### config.mk
export PLATFORM = sky130hd
export DESIGN_NAME = ecfd_channel
export DESIGN_NICKNAME = d
export VERILOG_FILES = /design/src/include/ecfd_pkg.sv /design/src/hw/ecfd_prescaler.sv /design/src/hw/ecfd_channel.sv
export SDC_FILE = /design/constraint.sdc
export NUM_CORES = 1
export LEC_CHECK = 0
export BUFFER_PORTS_ARGS = -buffer_cell sky130_fd_sc_hd__buf_2
export CORE_ASPECT_RATIO = 1.4
export CORE_MARGIN = 10
export CORE_UTILIZATION = 54
export DETAILED_ROUTE_END_ITERATION = 16
export PLACE_DENSITY = 0.8
export SLEW_MARGIN = 0
export SYNTH_ARGS = -nofsm -noshare
export SYNTH_HDL_FRONTEND = slang
export SYNTH_SLANG_ARGS = --single-unit
### constraint.sdc
create_clock -name CLOCK_I -period 2.4 [get_ports CLOCK_I]
set_input_delay 0.12 -clock CLOCK_I [delete_from_list [all_inputs] [get_ports CLOCK_I]]
set_output_delay 0.12 -clock CLOCK_I [all_outputs]
set_load 0.01 [all_outputs]
### src/include/ecfd_pkg.sv
// Constants and types for one channel of the edge counter / frequency divider timer.
// Assumes a single clock domain; every control bit arrives as a plain port.
//
// Contract
// [RULE_01] Unit clock disabled: all register writes and reads are blocked; enabling leaves channels stopped.
// [RULE_02] Clearing the unit clock enable stops the unit and resets all registers.
// [RULE_03] Each channel runs from one of two prescaled operating clocks, chosen per channel.
// [RULE_04] Software configures filter, mode, edge and count while the channel is stopped.
// [RULE_05] Start trigger sets enable status and begins; the trigger reads back as zero.
// [RULE_06] Stop trigger clears enable status and halts; the counter holds its value.
// [RULE_07] Event counter: on start, load data value into counter, then await a valid edge.
// [RULE_08] Event counter: decrement per valid edge; at zero reload from data and continue.
// [RULE_09] Event counter: interrupt each time the counter is seen at zero.
// [RULE_10] Software clears output bit, output enable, output mode and level for event counting.
// [RULE_11] While counting, software may rewrite data but not mode or output settings.
// [RULE_12] Data written while counting takes effect only at the next reload.
// [RULE_13] Divider mode is offered on channels 0 and 3 only.
// [RULE_14] Divider: after start, load data into counter on the first valid edge.
// [RULE_15] Divider: start interrupt mode 0 gives no interrupt or toggle at first load; 1 gives both.
// [RULE_16] Divider: decrement per valid edge; at zero toggle output, reload and continue.
// [RULE_17] Divider: each zero detection also raises the interrupt with the toggle.
// [RULE_18] Divided frequency is input over 2(data+1) single edge, about input over data+1 both edges.
// [RULE_19] Output enable 0 drives the output bit level; 1 lets counting toggle the pin.
// [RULE_20] Stopping a divider keeps its output at its current level.
// [RULE_21] After stopping, software clears output enable then writes the output bit.
// [RULE_22] While dividing, software may change output and enable bits but not mode settings.
// [RULE_23] Input is sampled on the operating clock; period error up to one operating clock.
// [RULE_24] When split into two 8-bit halves, only the lower half counts events.
// [RULE_25] Counter and data are 16 bits; edges compare synchronised sample with previous one.
// [RULE_26] Enable status reads 1 from start until stop or unit disable, otherwise 0.

package ecfd_pkg;

  // ****************************************
  // Widths and values
  // ****************************************
  localparam int unsigned ECFD_CNT_W = 16;
  localparam logic [15:0] ECFD_CNT_ZERO = 16'h0000;
  localparam logic [15:0] ECFD_CNT_RST = 16'hffff;
  localparam logic [15:0] ECFD_DATA_RST = 16'h0000;
  localparam logic [7:0] ECFD_HALF_ZERO = 8'h00;
  localparam int unsigned ECFD_PRESC_W = 16;
  localparam logic [15:0] ECFD_PRESC_A_RST = 16'h0000;
  localparam logic [15:0] ECFD_PRESC_B_RST = 16'h0000;

  // ****************************************
  // Edge selection codes
  // ****************************************
  localparam logic [1:0] ECFD_EDGE_FALL = 2'h0;
  localparam logic [1:0] ECFD_EDGE_RISE = 2'h1;
  localparam logic [1:0] ECFD_EDGE_BOTH = 2'h2;

  // Channel operating modes
  typedef enum logic [1:0] {
    ECFD_MODE_EVENT = 2'b00,
    ECFD_MODE_DIVIDE = 2'b01
  } ecfd_mode_e;

  // Channel states
  typedef enum logic [1:0] {
    ECFD_ST_STOP = 2'b00,
    ECFD_ST_WAIT_LOAD = 2'b01,
    ECFD_ST_RUN = 2'b10
  } ecfd_state_e;

endpackage : ecfd_pkg

### src/hw/ecfd_prescaler.sv
// Prescaler producing one-cycle operating clock enables from the system clock.
// Assumes a synchronous enable that clears the dividers when the unit is off.
module ecfd_prescaler
  import ecfd_pkg::*;
#(
  parameter int unsigned W = ECFD_PRESC_W
) (
  input wire logic clk_i,
  input wire logic rst_i,
  input wire logic unit_en_i,
  input wire logic [W-1:0] div_a_i,
  input wire logic [W-1:0] div_b_i,
  output logic tick_a_o,
  output logic tick_b_o
);

  logic [W-1:0] cnt_a_reg;
  logic [W-1:0] cnt_a_next;
  logic [W-1:0] cnt_b_reg;
  logic [W-1:0] cnt_b_next;

  // Tick when the down counter hits zero, then reload the divide value
  always_comb begin
    tick_a_o = unit_en_i && (cnt_a_reg == '0);
    tick_b_o = unit_en_i && (cnt_b_reg == '0);
    cnt_a_next = cnt_a_reg - W'(1);
    cnt_b_next = cnt_b_reg - W'(1);
    if (!unit_en_i) begin
      cnt_a_next = '0;
      cnt_b_next = '0;
    end else begin
      if (tick_a_o) begin
        cnt_a_next = div_a_i;
      end
      if (tick_b_o) begin
        cnt_b_next = div_b_i;
      end
    end
  end

  // Divider registers
  always_ff @(posedge clk_i or posedge rst_i) begin
    if (rst_i) begin
      cnt_a_reg <= ECFD_PRESC_A_RST;
      cnt_b_reg <= ECFD_PRESC_B_RST;
    end else begin
      cnt_a_reg <= cnt_a_next;
      cnt_b_reg <= cnt_b_next;
    end
  end

endmodule : ecfd_prescaler

### src/hw/ecfd_channel.sv
// One timer array channel: external event counter and frequency divider modes.
// Assumes all inputs are synchronous to CLOCK_I and the event pin is pre-synchronised.
module ecfd_channel
  import ecfd_pkg::*;
#(
  parameter int unsigned CHANNEL = 0,
  parameter int unsigned PRESC_W = ECFD_PRESC_W
) (
  input wire logic CLOCK_I,
  input wire logic RST_I,
  input wire logic UNIT_CLOCK_ENABLE_I,
  input wire logic [PRESC_W-1:0] PRESCALER_SELECT_A_I,
  input wire logic [PRESC_W-1:0] PRESCALER_SELECT_B_I,
  input wire logic CLOCK_SELECT_I,
  input wire logic MODE_DIVIDE_I,
  input wire logic [1:0] EDGE_SELECT_I,
  input wire logic START_INTERRUPT_MODE_BIT_I,
  input wire logic HALF_WIDTH_SELECT_I,
  input wire logic INPUT_FILTER_ENABLE_I,
  input wire logic CHANNEL_START_TRIGGER_I,
  input wire logic CHANNEL_STOP_TRIGGER_I,
  input wire logic DATA_WRITE_I,
  input wire logic [ECFD_CNT_W-1:0] DATA_WDATA_I,
  input wire logic OUTPUT_BIT_WRITE_I,
  input wire logic OUTPUT_BIT_WDATA_I,
  input wire logic OUTPUT_ENABLE_BIT_I,
  input wire logic EVENT_INPUT_PIN_I,
  output logic CHANNEL_ENABLE_STATUS_O,
  output logic [ECFD_CNT_W-1:0] CHANNEL_COUNTER_O,
  output logic [ECFD_CNT_W-1:0] CHANNEL_DATA_VALUE_O,
  output logic OUTPUT_BIT_O,
  output logic TIMER_OUTPUT_PIN_O,
  output logic CHANNEL_INTERRUPT_O
);

  // ****************************************
  // Declarations
  // ****************************************
  localparam bit DIV_OK = (CHANNEL == 0) || (CHANNEL == 3);

  logic tick_a;
  logic tick_b;
  logic op_tick;
  logic unit_on;
  logic divide_mode;
  logic edge_seen;

  ecfd_state_e state_reg;
  ecfd_state_e state_next;
  logic [ECFD_CNT_W-1:0] cnt_reg;
  logic [ECFD_CNT_W-1:0] cnt_next;
  logic [ECFD_CNT_W-1:0] data_reg;
  logic [ECFD_CNT_W-1:0] data_next;
  logic out_bit_reg;
  logic out_bit_next;
  logic irq_reg;
  logic irq_next;
  logic samp_reg;
  logic samp_next;
  logic prev_reg;
  logic prev_next;
  logic filt_reg;
  logic filt_next;

  // Valid edge from current and previous sample
  function automatic logic edge_detect(input logic cur, input logic prev, input logic [1:0] sel);
    logic rise;
    logic fall;
    rise = cur && !prev;
    fall = !cur && prev;
    case (sel)
      ECFD_EDGE_FALL: edge_detect = fall;
      ECFD_EDGE_RISE: edge_detect = rise;
      ECFD_EDGE_BOTH: edge_detect = rise || fall;
      default: edge_detect = rise;
    endcase
  endfunction : edge_detect

  // Zero test on the active counter width; split channels count on the lower half only
  function automatic logic at_zero(input logic [ECFD_CNT_W-1:0] c, input logic half);
    if (half) begin
      at_zero = (c[7:0] == ECFD_HALF_ZERO);
    end else begin
      at_zero = (c == ECFD_CNT_ZERO);
    end
  endfunction : at_zero

  // ****************************************
  // Operating clock selection
  // ****************************************
  ecfd_prescaler #(
    .W(PRESC_W)
  ) u_presc (
    .clk_i(CLOCK_I),
    .rst_i(RST_I),
    .unit_en_i(UNIT_CLOCK_ENABLE_I),
    .div_a_i(PRESCALER_SELECT_A_I),
    .div_b_i(PRESCALER_SELECT_B_I),
    .tick_a_o(tick_a),
    .tick_b_o(tick_b)
  );

  // Per channel choice of op_clock_a or op_clock_b
  assign op_tick = CLOCK_SELECT_I ? tick_b : tick_a; // RULE_03
  assign unit_on = UNIT_CLOCK_ENABLE_I;
  assign divide_mode = MODE_DIVIDE_I && DIV_OK; // RULE_13

  // ****************************************
  // Input sampling and edge detection
  // ****************************************
  // Sample pin on the operating clock; filter needs two equal samples
  always_comb begin
    samp_next = samp_reg;
    prev_next = prev_reg;
    filt_next = filt_reg;
    if (!unit_on) begin
      samp_next = 1'b0;
      prev_next = 1'b0;
      filt_next = 1'b0;
    end else if (op_tick) begin
      samp_next = EVENT_INPUT_PIN_I; // RULE_23
      prev_next = filt_reg; // RULE_25
      if (!INPUT_FILTER_ENABLE_I || (samp_reg == EVENT_INPUT_PIN_I)) begin
        filt_next = INPUT_FILTER_ENABLE_I ? samp_reg : EVENT_INPUT_PIN_I;
      end
    end
  end

  always_ff @(posedge CLOCK_I or posedge RST_I) begin
    if (RST_I) begin
      samp_reg <= 1'b0;
      prev_reg <= 1'b0;
      filt_reg <= 1'b0;
    end else begin
      samp_reg <= samp_next;
      prev_reg <= prev_next;
      filt_reg <= filt_next;
    end
  end

  // Edge is judged once per operating clock, between filtered and previous sample
  assign edge_seen = op_tick && edge_detect(filt_reg, prev_reg, EDGE_SELECT_I); // RULE_25

  // ****************************************
  // Channel control and counter
  // ****************************************
  always_comb begin
    state_next = state_reg;
    cnt_next = cnt_reg;
    data_next = data_reg;
    out_bit_next = out_bit_reg;
    irq_next = 1'b0;
    if (!unit_on) begin
      // Disabled unit: writes blocked and everything back to reset values
      state_next = ECFD_ST_STOP; // RULE_02
      cnt_next = ECFD_CNT_RST; // RULE_02
      data_next = ECFD_DATA_RST; // RULE_01
      out_bit_next = 1'b0;
    end else begin
      if (DATA_WRITE_I) begin
        data_next = DATA_WDATA_I; // RULE_12
      end
      // Output bit write always lands; while enabled, counting toggles win
      if (OUTPUT_BIT_WRITE_I) begin
        out_bit_next = OUTPUT_BIT_WDATA_I; // RULE_21
      end
      case (state_reg)
        ECFD_ST_STOP: begin
          if (CHANNEL_START_TRIGGER_I) begin
            if (divide_mode) begin
              state_next = ECFD_ST_WAIT_LOAD; // RULE_14
            end else begin
              cnt_next = data_reg; // RULE_07
              state_next = ECFD_ST_RUN; // RULE_05
            end
          end
        end
        ECFD_ST_WAIT_LOAD: begin
          if (CHANNEL_STOP_TRIGGER_I) begin
            state_next = ECFD_ST_STOP; // RULE_06
          end else if (edge_seen) begin
            cnt_next = data_reg; // RULE_14
            state_next = ECFD_ST_RUN;
            if (START_INTERRUPT_MODE_BIT_I) begin
              irq_next = 1'b1; // RULE_15
              if (OUTPUT_ENABLE_BIT_I) begin
                out_bit_next = !out_bit_reg; // RULE_15
              end
            end
          end
        end
        ECFD_ST_RUN: begin
          if (CHANNEL_STOP_TRIGGER_I) begin
            state_next = ECFD_ST_STOP; // RULE_06 RULE_20
          end else if (edge_seen) begin
            if (at_zero(cnt_reg, HALF_WIDTH_SELECT_I)) begin
              cnt_next = data_reg; // RULE_08 RULE_16 RULE_24
              irq_next = 1'b1; // RULE_09 RULE_17
              if (divide_mode && OUTPUT_ENABLE_BIT_I) begin
                out_bit_next = !out_bit_reg; // RULE_16 RULE_18 RULE_19
              end
            end else if (HALF_WIDTH_SELECT_I) begin
              cnt_next = {cnt_reg[15:8], cnt_reg[7:0] - 8'h01}; // RULE_24
            end else begin
              cnt_next = cnt_reg - 16'h0001; // RULE_08 RULE_16
            end
          end
        end
        default: begin
          state_next = ECFD_ST_STOP;
        end
      endcase
    end
  end

  always_ff @(posedge CLOCK_I or posedge RST_I) begin
    if (RST_I) begin
      state_reg <= ECFD_ST_STOP;
      cnt_reg <= ECFD_CNT_RST;
      data_reg <= ECFD_DATA_RST;
      out_bit_reg <= 1'b0;
      irq_reg <= 1'b0;
    end else begin
      state_reg <= state_next;
      cnt_reg <= cnt_next;
      data_reg <= data_next;
      out_bit_reg <= out_bit_next;
      irq_reg <= irq_next;
    end
  end

  // ****************************************
  // Outputs
  // ****************************************
  // Status is high in any active state; while the unit is off, reads show reset values (counter 16'hffff, data and status zero)
  assign CHANNEL_ENABLE_STATUS_O = (state_reg != ECFD_ST_STOP); // RULE_05 RULE_26
  assign CHANNEL_COUNTER_O = cnt_reg; // RULE_01
  assign CHANNEL_DATA_VALUE_O = data_reg;
  assign OUTPUT_BIT_O = out_bit_reg;
  assign TIMER_OUTPUT_PIN_O = out_bit_reg; // RULE_19 RULE_20
  assign CHANNEL_INTERRUPT_O = irq_reg;

endmodule : ecfd_channel

Word-level counts from Yosys, hierarchy flattened
Cells that the tools add are included.
Word-level totals
  output and inout port bits: 36
  flip-flop bits (word level): 71
Cells by class
  $add $sub $neg: 4
  reductions and logical operators: 23
  multiplexer cells: 57
  equal/unequal tests: 17
Operator list (count)
  $mux 16: 15
  $logic_not 16->1: 3
  $pmux 16 s3: 1
  $sub 16x1->16 const B: 3
  $mux 1: 31
  $ne 3x3->1 const B: 7
  $mux 2: 6
  $logic_not 8->1: 1
  $ne 4x4->1 const B: 2
  $reduce_and 8->1: 1
  $sub 8x1->8 const B: 1
  $reduce_and 7->1: 1
  $logic_and 1x1->1: 6
  $ne 2x1->1 const B: 3
  $pmux 1 s2: 3
  $pmux 2 s3: 1
  $eq 2x2->1 const B: 2
  $logic_not 1->1: 4
  $logic_not 2->1: 2
  $ne 4x1->1 const B: 1
  $reduce_and 3->1: 1
  $eq 2x1->1 const B: 1
  $logic_or 1x1->1: 2
  $reduce_and 2->1: 1
  other kinds (2): 2

Longest topological paths before layout
Gate-level depths: netlist (run 1).
  depth in word-level cells: 14
  depth in mapped cells: 9

Hierarchy
A second synthesis (run 1) with hierarchy kept.
Second synthesis, totals
  cell total of the unflattened synthesis: 466
  area, all modules: 4371.7 um^2
By module, submodules not included
  ecfd_channel: cells an instance 264, area an instance 2468.6 um^2, seq. area each 996.0 um^2, times used 1
  ecfd_prescaler: cells an instance 202, area an instance 1903.1 um^2, seq. area each 800.8 um^2, times used 1

Least setup slack after synthesis (run 1)
Ideal clock, no wire load.
  path kind: register to register
  start point: reg cnt_reg[11], in the netlist CHANNEL_COUNTER_O[11]
  end point: reg cnt_reg[1], in the netlist CHANNEL_COUNTER_O[1]
  required time: 2.311 ns
  arrival: 2.031 ns
  stages on the path, launching flop included: 9
  buffers on the path: 2
  setup time: 0.089 ns
  slack: 0.279 ns
  cells stage by stage: dfstp_2 -> or4_1 -> buf_2 -> or2_4 -> a22o_1 -> buf_6 -> nand2_1 -> o21ai_1 -> a311oi_2
Between the ends
  cells in the longest elaborated chain, start to end: 11
Ends and longest elaborated chain
  from (decl): line ecfd_channel.sv:50  | logic [ECFD_CNT_W-1:0] cnt_reg;
  from (signal assigned): line ecfd_channel.sv:225  | cnt_reg <= cnt_next;
  $logic_not 16->1: line ecfd_channel.sv:84  | at_zero = (c == ECFD_CNT_ZERO);
  $mux 1: line ecfd_channel.sv:81  | if (half) begin
  $mux 1: line ecfd_channel.sv:195  | end else if (edge_seen) begin
  $mux 1: line ecfd_channel.sv:193  | if (CHANNEL_STOP_TRIGGER_I) begin
  $mux 1: line ecfd_channel.sv:167  | case (state_reg)
  $mux 1: line ecfd_channel.sv:153  | if (!unit_on) begin
  $mux 16: line ecfd_channel.sv:196  | if (at_zero(cnt_reg, HALF_WIDTH_SELECT_I)) begin
  $mux 16: line ecfd_channel.sv:195
  $mux 16: line ecfd_channel.sv:193
  $pmux 16 s3: line ecfd_channel.sv:167
  $mux 16: line ecfd_channel.sv:153
No other way between the ends. The select of a mux whose other input is x is not followed.
A chain may end at the register's enable or synchronous reset.

Final worst setup path (run 1)
  start point: reg cnt_reg[11], in the netlist CHANNEL_COUNTER_O[11]
  end point: reg cnt_reg[9], in the netlist CHANNEL_COUNTER_O[9]
Between the ends
  cells in the longest elaborated chain, start to end: 11
  elaborated cells on any way between the ends: 13
  those cells by class: eq/ne (1); mux (10); reduce/logical (2)
Ends and longest elaborated chain (line)
  $logic_not 16->1 *: ecfd_channel.sv:84
  $mux 1 *: ecfd_channel.sv:81
  $mux 1 *: ecfd_channel.sv:195
  $mux 1 *: ecfd_channel.sv:193
  $mux 1 *: ecfd_channel.sv:167
  $mux 1 *: ecfd_channel.sv:153
  $mux 16: ecfd_channel.sv:196
  $mux 16: ecfd_channel.sv:195
  $mux 16: ecfd_channel.sv:193
  $pmux 16 s3: ecfd_channel.sv:167
  $mux 16: ecfd_channel.sv:153
Mark *: on every way between the ends. The rest lies on a longest branch, timed or not. The select of a mux whose other input is x is not followed.

==> flow_summary_export.csv, run 1 <==
group,metric,value,unit
worst_setup_path,critPathLaunchType,"flop",
pwr,power.switching,2.05,mW
synth,syn-num-nets,538,
drt,wl_met3,714,µm
cts,clock_sinks,71,
cells_and_area,n_fill_cell,645,
cts,cts_htree_levels,3,
worst_setup_path,crit_chain,"or4_1 > or2_4 > o21ai_2 > nor4_1 > a211o_1 > a22o_1",
drt,wl_met2,5910,µm
timing,fmax,443,MHz
drt,ant_nets,0,
synth,muxShareOfSynthArea,4.23,%
pwr,vdd_drop_max,0.574,mV
cts,cts_made_buffers,9,
cells_and_area,area_growth_syn_to_layout,20.5,%
drt,post_drt_wl_per_cell,17.1,µm
worst_setup_path,cp-end-kind,"flop",
global_routing,track_usage,19.4,%
worst_setup_path,r2r-end,"CHANNEL_COUNTER_O[9]",
timing,hold_ws,0.00505,ns
synth,synth_cells,462,
timing,period_share,94.0,%
synth,synth.distinct_cells,60,
drt,drt_iter0_markers,170,
drt,drt-pass1-iter-count,5,
floorplanning,die_area,11900,µm²
synth,ys_top_cells_by_area,"dfrtp_1 32%, dfstp_2 9.9%, nor2_1 6.8%",
worst_setup_path,r2r_cells,6,
cells_and_area,multiInputGateArea,2310,µm²
synth,netlist_area,4260,µm²
global_routing,antenna_found_initial,0,
cts,path_clk_slew,0.07,ns
drt,dr_total_vias,3904,
cts,cts_tree,"yes",
synth,ys.flop_type,"dfrtp_1",
job,cap_viol_max_count,0,
worst_setup_path,crit_path_top_delay_cell,"or4_1",
global_routing,grt_max_degree,72,
worst_setup_path,r2r_setup_slack,0.14,ns
synth,synth_adder_area_share,3.23,%
placement,numPortBuffers,100,
cts,clockRootBuffer,"clkbuf_8",
drt,top_layer,"met4",
worst_setup_path,required,2.70,ns
timing,drv_slew,0,
pwr,power.density,994,nW/µm²
cells_and_area,regArea,1800,µm²
worst_setup_path,reg2reg_from,"CHANNEL_COUNTER_O[11]",
cells_and_area,nets,641,
drt,via_per_inst,5.84,
pwr,switching_share,40.2,%
synth,synth_async_sr_flop_share,100,%
floorplanning,core_area,7700,µm²
worst_setup_path,worstSetupPathType,"flop to flop",
outcome,outcome,"finished clean",
timing,fin_crit,2.26,ns
synth,synth-edff-count,0,
placement,hpwl,8310,µm
hold_path,hold_class,"primary input to flop",
cells_and_area,diodes,0,
timing,skew,0.00861,ns
pwr,pwr-share-comb,42.1,%
synth,synth_top_family_by_area,"simple AND/OR/NAND/NOR gates",
cells_and_area,fin_area,5130,µm²
synth,ys_warn_count,0,
pwr,leakage,2.33,nW
worst_setup_path,crit_fanout,11,
timing,relSlewSlack,61.7,%
floorplanning,die_y,125,µm
floorplanning,initial_core_util,55.3,%
global_routing,grt_pass1_vias,3980,
synth,yosys.area_share.simple,21.2,%
synth,ys_ff_latch,71,
drt,wl,11500,µm
timing,finalHoldViolCount,0,
placement,place_congestion,0.934,
hold_path,holdPathStages,3,
pwr,power_frac_seq,40.8,%
synth,synth.avg_cell_area,9.22,µm²
cts,cts_buffer_depth,2,
hold_path,hold-path-endpoint,"CHANNEL_DATA_VALUE_O[5]",
floorplanning,io_pins,101,
pwr,intPower,3.05,mW
drt,drt-met1-wl,4530,µm
floorplanning,num_rows,38,
global_routing,overflow,0,
synth,synth_compound_area_share,20.2,%
pwr,power.total,5.10,mW
worst_setup_path,max_stage_delay,0.59,ns
synth,ys_seq_area_share,42.2,%
synth,synth_top_area_share,32.3,%
drt,remaining_drc_errors,0,
hold_path,hp-start,"DATA_WDATA_I[5]",
cells_and_area,drive_gt1_share,29.9,%
global_routing,grt_pass1_wl,18900,µm
timing,worst_pin_slew,0.575,ns
cts,insertion_delay,0.36,ns
pwr,pwr-share-clk,17.1,%
timing,setup_viol,0,
worst_setup_path,worstPathArrival,2.55,ns
placement,place_area,4880,µm²
synth,synth_top_area_cell,"dfrtp_1",
floorplanning,die_x,95.1,µm
synth,synthXorXnorAreaFrac,4.52,%
[layout make-up]
| cell class | count | share of cell area [%] |
|---|---|---|
| repair buffers | 117 | 12.8 |
| clock buffers | 14 | 3.17 |
| clock inverters | 1 | 0.0975 |
| multi-input cells | 347 | 45.1 |
| flip-flops and latches | 71 | 35.0 |
| well taps | 100 | 2.44 |
| inverters | 19 | 1.39 |
[cells in the mapped netlist (3+ instances only)]
| cell | instances |
|---|---|
| nor2_1 | 77 |
| dfrtp_1 | 55 |
| a211oi_1 | 29 |
| nand2_1 | 26 |
| o21ai_0 | 21 |
| inv_1 | 19 |
| mux2i_1 | 18 |
| nor3_1 | 17 |
| dfstp_2 | 16 |
| a21oi_1 | 15 |
| clkbuf_1 | 15 |
| xnor2_1 | 15 |
| nand3_1 | 12 |
| nor4_1 | 12 |
| ha_1 | 11 |
| a311oi_1 | 10 |
| a22o_1 | 9 |
| xor2_1 | 7 |
| a211o_1 | 5 |
| buf_2 | 5 |
| nand2b_1 | 5 |
| nand4_1 | 4 |
| nor4_2 | 4 |
| o31ai_1 | 4 |
| a32oi_1 | 3 |
| nor2b_1 | 3 |
| or3_1 | 3 |
| or4_1 | 3 |
[worst max path at each step]
stage | end | slack (ns) | start | cells past startpoint
after floorplan | CHANNEL_COUNTER_O[1] | 0.28 | CHANNEL_COUNTER_O[11] | 8
after global placement | CHANNEL_COUNTER_O[4] | 0.16 | CHANNEL_COUNTER_O[11] | 6
after detailed placement | CHANNEL_COUNTER_O[5] | 0.08 | u_presc.cnt_b_reg[4] | 6
after CTS | CHANNEL_COUNTER_O[5] | 0.08 | u_presc.cnt_b_reg[4] | 6
after global routing | state_reg[1] | -0.009 | u_presc.cnt_a_reg[0] | 9
final | CHANNEL_COUNTER_O[9] | 0.14 | CHANNEL_COUNTER_O[11] | 6
[placed cells by master (no fill, tap or decap), types with 3 or more instances in the layout]
master    instances
ha_1             11
nor3_1           17
nor4_4            3
a22o_1            8
buf_4            13
a21oi_1          15
nand2_1          26
nor2b_1           3
xor2_1            7
nand3_1          12
clkbuf_8         11
buf_2           100
a211o_1           5
nand4_1           4
mux2i_1          18
a311oi_1         10
nor4_2            3
inv_1            17
nor2_1           77
nor4_1           11
or3_1             3
dfstp_2          16
a32oi_1           3
dfrtp_1          55
a211oi_1         28
clkbuf_1          3
xnor2_1          15
or4_1             3
o21ai_0          21
nand2b_1          5
o31ai_1           3
[per-layer routing]
layer	track usage, %	vias to the layer above
met5	0	-
met4	9.36	0
met3	4.25	22
met2	32.4	118
met1	22.7	1857
li1	-	1907
[metrics by stage]
step,util [%],worst slack (ns),setup TNS (ns),cells
finish,66.6,0.145,0,669
global route,66.6,-0.00857,-0.00857,669
CTS,65.8,0.0785,0,668
detailed placement,63.4,0.0840,0,651
global placement,63.4,0.160,0,651
floorplan,-,0.279,0,462
[cell families (layout without fill, tap and decap cells)]
logic type,count (synthesis),in the layout
AOI/OAI and AO/OA,117,117
xor gates and xnor gates,22,22
adders and majority gates,11,11
buffers and inverters,44,151
DFF,71,71
muxes,18,18
and+or+nand+nor,179,179
[critical path, delay by kind of cell (launching register included)]
family | cells | cell delay, ns
and+or+nand+nor | 3 | 1.00
AOI/OAI and AO/OA | 3 | 0.81
DFF | 1 | 0.38
[power by group through the flow]
stage / Clock [mW] / Sequential [mW] / Combinational (mW)
after floorplan: 0 / 2.01 / 1.55
after global placement: 0 / 2.03 / 2.03
after detailed placement: 0 / 2.06 / 2.07
after CTS: 0.889 / 2.05 / 2.10
after global routing: 0.938 / 2.13 / 2.40
final: 0.872 / 2.08 / 2.15
[timing repair]
item,in CTS,in global routing
hold buffers,2,0
setup endpoints to repair,0,18
hold endpoints to repair,56,0
gates resized for setup,0,7
setup buffers,0,1
(Power assumes the default switching activity.)
==> run 2: changes to the inputs <==
CORE_UTILIZATION = 50   (was 54)
PLACE_DENSITY = 0.75   (was 0.8)
==> run 2 against run 1 <==
Against the previous run: critical path depth rose by 3; sequential share of layout area down 0.59 points; critical endpoint is now state_reg[1]; final cell count increased by 0.45%; sequential power barely moved; largest power group unchanged; global-route usage is 0.71 points lower; highest routed layer unchanged; via count rose by 1.4%; routed wire length increased by 2.8%; combinational power up 2%; setup slack got worse by 0.025 ns.
==> flow_summary_export.csv, run 2 (synthesized netlist as in run 1, its figures left out) <==
group,metric,value,unit
outcome,outcome,"finished clean",
cts,cts_htree_levels,3,
placement,hpwl,8390,µm
timing,skew,0.00852,ns
timing,worst_pin_slew,0.688,ns
global_routing,track_usage,18.7,%
timing,drv_slew,0,
global_routing,grt_max_degree,49,
placement,place_congestion,0.889,
drt,remaining_drc_errors,0,
drt,drt_iter0_markers,231,
drt,ant_nets,0,
floorplanning,core_area,8250,µm²
floorplanning,die_x,98,µm
timing,relSlewSlack,53.9,%
cells_and_area,final_cells,672,
global_routing,overflow,0,
timing,finalHoldViolCount,0,
worst_setup_path,r2r-end,"state_reg[1]",
cts,insertion_delay,0.34,ns
drt,via_per_inst,5.89,
hold_path,hold_class,"primary input to flop",
drt,wl,11800,µm
drt,dr_total_vias,3958,
drt,drt-pass1-iter-count,4,
cells_and_area,fin_util,63.3,%
cells_and_area,regArea,1800,µm²
timing,fmax,439,MHz
cells_and_area,nets,641,
floorplanning,initial_core_util,51.6,%
worst_setup_path,worstSetupPathType,"flop to flop",
cells_and_area,drive_gt1_share,30.2,%
worst_setup_path,worstPathArrival,2.50,ns
job,cap_viol_max_count,0,
cts,cts_tree,"yes",
timing,period_share,95.0,%
cells_and_area,layout_common_cells,"100 x buf_2, 77 x nor2_1, 55 x dfrtp_1",
cells_and_area,diodes,0,
pwr,power.density,1050,nW/µm²
floorplanning,num_rows,39,
placement,dp.cells,654,
global_routing,grt_pass1_vias,4154,
drt,post_drt_wl_per_cell,17.5,µm
placement,numPortBuffers,100,
cts,path_clk_slew,0.06,ns
cts,clock_sinks,71,
cells_and_area,area_growth_syn_to_layout,22.6,%
placement,place_area,4890,µm²
worst_setup_path,required,2.62,ns
cells_and_area,multiInputGateArea,2290,µm²
worst_setup_path,crit_fanout,13,
pwr,leakage,2.37,nW
floorplanning,die_area,12700,µm²
timing,tns,0,ns
cts,cts_buffer_depth,2,
floorplanning,io_pins,101,
pwr,vdd_drop_max,0.689,mV
worst_setup_path,cp-end-kind,"flop",
cells_and_area,fin_area,5220,µm²
worst_setup_path,reg2reg_from,"u_presc.cnt_a_reg[0]",
worst_setup_path,r2r_setup_slack,0.12,ns
cts,cts_made_buffers,9,
worst_setup_path,setup.worst_path.end,"state_reg[1]",
cells_and_area,n_fill_cell,730,
timing,setup_viol,0,
timing,grt_setup_unrepaired,"false",
worst_setup_path,crit_start,"u_presc.cnt_a_reg[0]",
timing,fin_crit,2.28,ns
global_routing,antenna_found_initial,0,
cells_and_area,final_common_cell,"buf_2",
floorplanning,die_y,129,µm
global_routing,grt_pass1_wl,19700,µm
cts,clockRootBuffer,"clkbuf_16",
timing,hold_ws,0.0244,ns
worst_setup_path,critPathLaunchType,"flop",
worst_setup_path,r2r_cells,9,
## run 2: final cells by class
| class | count | area share (%) |
|---|---|---|
| well taps | 102 | 2.44 |
| multi-input cells | 347 | 43.9 |
| clock inverters | 3 | 0.336 |
| repair buffers | 117 | 12.6 |
| inverters | 19 | 1.37 |
| flip-flops and latches | 71 | 34.4 |
| clock buffers | 13 | 4.99 |
## run 2: metal layers
metal,share of wire [%],global-route usage (%),vias up
li1,-,-,1898
met1,41,20.3,1922
met2,51,32.8,115
met3,5.8,5.90,23
met4,2.2,8.49,0
met5,0,0,-
## run 2: critical path: stages, from the launching register on
cell	delay [ns]
dfrtp_1	0.40
inv_1	0.08
ha_1	0.20
and4bb_2	0.23
nand4_2	0.11
buf_4	0.19
o22ai_1	0.15
a311oi_1	0.40
a21oi_1	0.12
o221a_2	0.28
## run 2: how the worst min path moves through the flow
stage                            startpoint  slack (ns)  cells after the start                        to
after floorplan           EVENT_INPUT_PIN_I        0.27                      2                  filt_reg
after global placement                RST_I        0.20                      2   CHANNEL_DATA_VALUE_O[5]
after detailed placement              RST_I        0.21                      2   CHANNEL_DATA_VALUE_O[5]
after CTS                  DATA_WDATA_I[15]        0.02                      3  CHANNEL_DATA_VALUE_O[15]
after global routing       DATA_WDATA_I[13]        0.04                      3  CHANNEL_DATA_VALUE_O[13]
final                      DATA_WDATA_I[13]        0.02                      3  CHANNEL_DATA_VALUE_O[13]
## run 2: where the power goes
part | switching (mW) | internal (mW)
clock | 0.503 | 0.753
combinational | 1.16 | 1.02
sequential | 0.434 | 1.62
## run 2: metrics by stage
stage               power, mW  setup WS [ns]
finish                   5.50          0.120
global route             5.90         0.0104
CTS                      5.47         0.0788
detailed placement       4.17         0.0998
global placement         4.12          0.153
floorplan                3.56          0.279
## run 2: what timing repair did
item	in CTS	in global routing
hold endpoints to repair	14	0
hold buffers	1	0
setup endpoints to repair	0	19
setup buffers	0	1
resized for setup	0	4
==> run 3: changes to the inputs <==
--- a/config.mk
+++ b/config.mk
@@ -11,2 +11,3 @@
 export CORE_UTILIZATION = 50
+export CTS_BUF_LIST = sky130_fd_sc_hd__clkbuf_8
 export DETAILED_ROUTE_END_ITERATION = 16
==> constraint.sdc (replaced) <==
create_clock -name CLOCK_I -period 2.4 [get_ports CLOCK_I]
set_input_delay 0.72 -clock CLOCK_I [delete_from_list [all_inputs] [get_ports CLOCK_I]]
set_output_delay 0.72 -clock CLOCK_I [all_outputs]
set_load 0.01 [all_outputs]
==> run 3 against run 2 <==
Against the previous run: non-clock buffer count up 8; register-to-register slack worse by 0.03 ns; routed wire length down 1.0%; setup slack worse by 0.025 ns; via count up 0.13%; critical path depth down 2; clock power down 30%; cell area down 0.81%; clock skew up 0.0026 ns; global-route usage down 0.60 points; combinational power about the same; core utilization down 0.52 points; largest cell class unchanged; largest power group unchanged.
==> flow_summary_export.csv, run 3 (synthesized netlist as in run 1, its figures left out) <==
group,metric,value,unit
drt,dr_total_vias,3963,
placement,hpwl,8570,µm
cts,clock_sinks,71,
cells_and_area,area_growth_syn_to_layout,21.6,%
worst_setup_path,required,2.64,ns
cells_and_area,diodes,0,
drt,via_per_inst,5.83,
cts,hold_buffers,0,
placement,place_congestion,0.953,
cells_and_area,drive_gt1_share,30.6,%
cells_and_area,nets,649,
cts,clockRootBuffer,"clkbuf_8",
timing,grt_setup_unrepaired,"false",
timing,period_share,96.1,%
cts,insertion_delay,0.35,ns
pwr,pwr-share-comb,43.0,%
timing,tns,0,ns
pwr,leakage,2.38,nW
pwr,power_frac_seq,39.9,%
cells_and_area,layout_common_cells,"100 x buf_2, 77 x nor2_1, 55 x dfrtp_1",
pwr,switching_share,39.3,%
floorplanning,io_pins,101,
global_routing,track_usage,18.1,%
pwr,vdd_drop_max,0.667,mV
timing,fin_crit,2.31,ns
job,cap_viol_max_count,0,
drt,post_drt_wl_per_cell,17.2,µm
cts,path_clk_slew,0.07,ns
pwr,intPower,3.11,mW
cells_and_area,final_common_cell,"buf_2",
cts,cts_tree,"yes",
drt,ant_nets,0,
timing,worst_pin_slew,0.791,ns
placement,numPortBuffers,100,
drt,remaining_drc_errors,0,
worst_setup_path,worstSetupPathType,"flop to flop",
global_routing,grt_max_degree,46,
timing,fmax,434,MHz
timing,drv_slew,0,
worst_setup_path,critPathLaunchType,"flop",
drt,drt_iter0_markers,167,
worst_setup_path,crit_fanout,6,
global_routing,antenna_found_initial,0,
outcome,outcome,"finished clean",
global_routing,overflow,0,
worst_setup_path,crit_start,"CHANNEL_COUNTER_O[0]",
worst_setup_path,cp-end-kind,"flop",
floorplanning,core_area,8250,µm²
cts,cts_made_buffers,9,
cells_and_area,fin_util,62.8,%
floorplanning,initial_core_util,51.6,%
pwr,power.switching,2.02,mW
worst_setup_path,worstPathArrival,2.55,ns
global_routing,grt_pass1_vias,4042,
floorplanning,die_x,98,µm
cells_and_area,n_fill_cell,753,
drt,drt-pass1-iter-count,4,
hold_path,hold_class,"primary input to asynchronous set/reset pin",
pwr,pwr-share-clk,17.1,%
floorplanning,die_y,129,µm
floorplanning,die_area,12700,µm²
pwr,power.density,991,nW/µm²
timing,setup_viol,0,
cts,cts_htree_levels,3,
timing,relSlewSlack,47.0,%
worst_setup_path,reg2reg_from,"CHANNEL_COUNTER_O[0]",
timing,skew,0.0111,ns
drt,wl,11700,µm
timing,finalHoldViolCount,0,
global_routing,grt_pass1_wl,19400,µm
cts,cts_buffer_depth,2,
floorplanning,num_rows,39,
[run 3: cell types whose count changed in the layout (fill, tap and decap cells not counted), moves of 2 or more]
cell / delta
buf_4: +9
clkbuf_1: -2
clkbuf_16: -9
clkbuf_8: +10
clkinv_2: -2
inv_1: +4
[run 3: cell type report]
class / count / area (µm²) / area share [%]
clock buffer: 12 / 165 / 3.19
clock inverter: 4 / 15.0 / 0.290
inverter: 19 / 75.1 / 1.45
multi-input combinational: 347 / 2280 / 44.1
sequential: 71 / 1800 / 34.7
tap: 102 / 128 / 2.46
timing repair buffer: 125 / 713 / 13.8
[run 3: per-layer routing]
| metal | GRT usage (%) | part of all wire [%] | vias up |
|---|---|---|---|
| li1 | - | - | 1921 |
| met1 | 20.9 | 40 | 1910 |
| met2 | 32.3 | 53 | 114 |
| met3 | 3.30 | 5.3 | 18 |
| met4 | 7.38 | 1.9 | 0 |
| met5 | 0 | 0 | - |
[run 3: power by group through the flow]
stage / clock [mW] / combinational (mW) / sequential [mW]
3_5_place_dp: 0 / 2.17 / 2.06
5_1_grt: 0.956 / 2.48 / 2.11
2_1_floorplan: 0 / 1.55 / 2.01
4_1_cts: 0.903 / 2.19 / 2.04
3_3_place_gp: 0 / 2.13 / 2.03
6_report: 0.877 / 2.21 / 2.05
[run 3: critical path: stages (launching register included)]
cell      delay [ns]
dfstp_2         0.60
inv_1           0.12
ha_1            0.22
and3_1          0.16
a211oi_1        0.65
nand2b_1        0.16
a21oi_1         0.23
a311oi_1        0.06
[run 3: worst paths after layout]
kind | slack (ns) | cells after the start | end
max in group asynchronous | 1.66 | 3 | CHANNEL_COUNTER_O[15]
max | 0.09 | 7 | CHANNEL_COUNTER_O[6]
min reg2reg | 0.53 | 1 | u_presc.cnt_b_reg[0]
min | 0.43 | 3 | CHANNEL_DATA_VALUE_O[2]
min in group CLOCK_I | 0.53 | 1 | u_presc.cnt_b_reg[0]
max reg2reg | 0.09 | 7 | CHANNEL_COUNTER_O[6]
[run 3: timing repair]
item,4_1_cts,5_1_grt
endpoints found under the hold margin,0,0
setup endpoints to repair,0,13
buffers inserted,0,2
resized for setup,0,2
[run 3: stage by stage]
step | std cells | area [µm²] | hold slack, ns | power [mW] | setup WS [ns]
floorplan | 462 | 4260 | 0.470 | 3.56 | 0.0684
global placement | 662 | 4970 | 0.506 | 4.16 | 0.0927
detailed placement | 662 | 4970 | 0.518 | 4.22 | 0.0234
CTS | 678 | 5150 | 0.422 | 5.13 | 0.0781
global route | 680 | 5180 | 0.435 | 5.54 | 0.00292
finish | 680 | 5180 | 0.430 | 5.13 | 0.0946
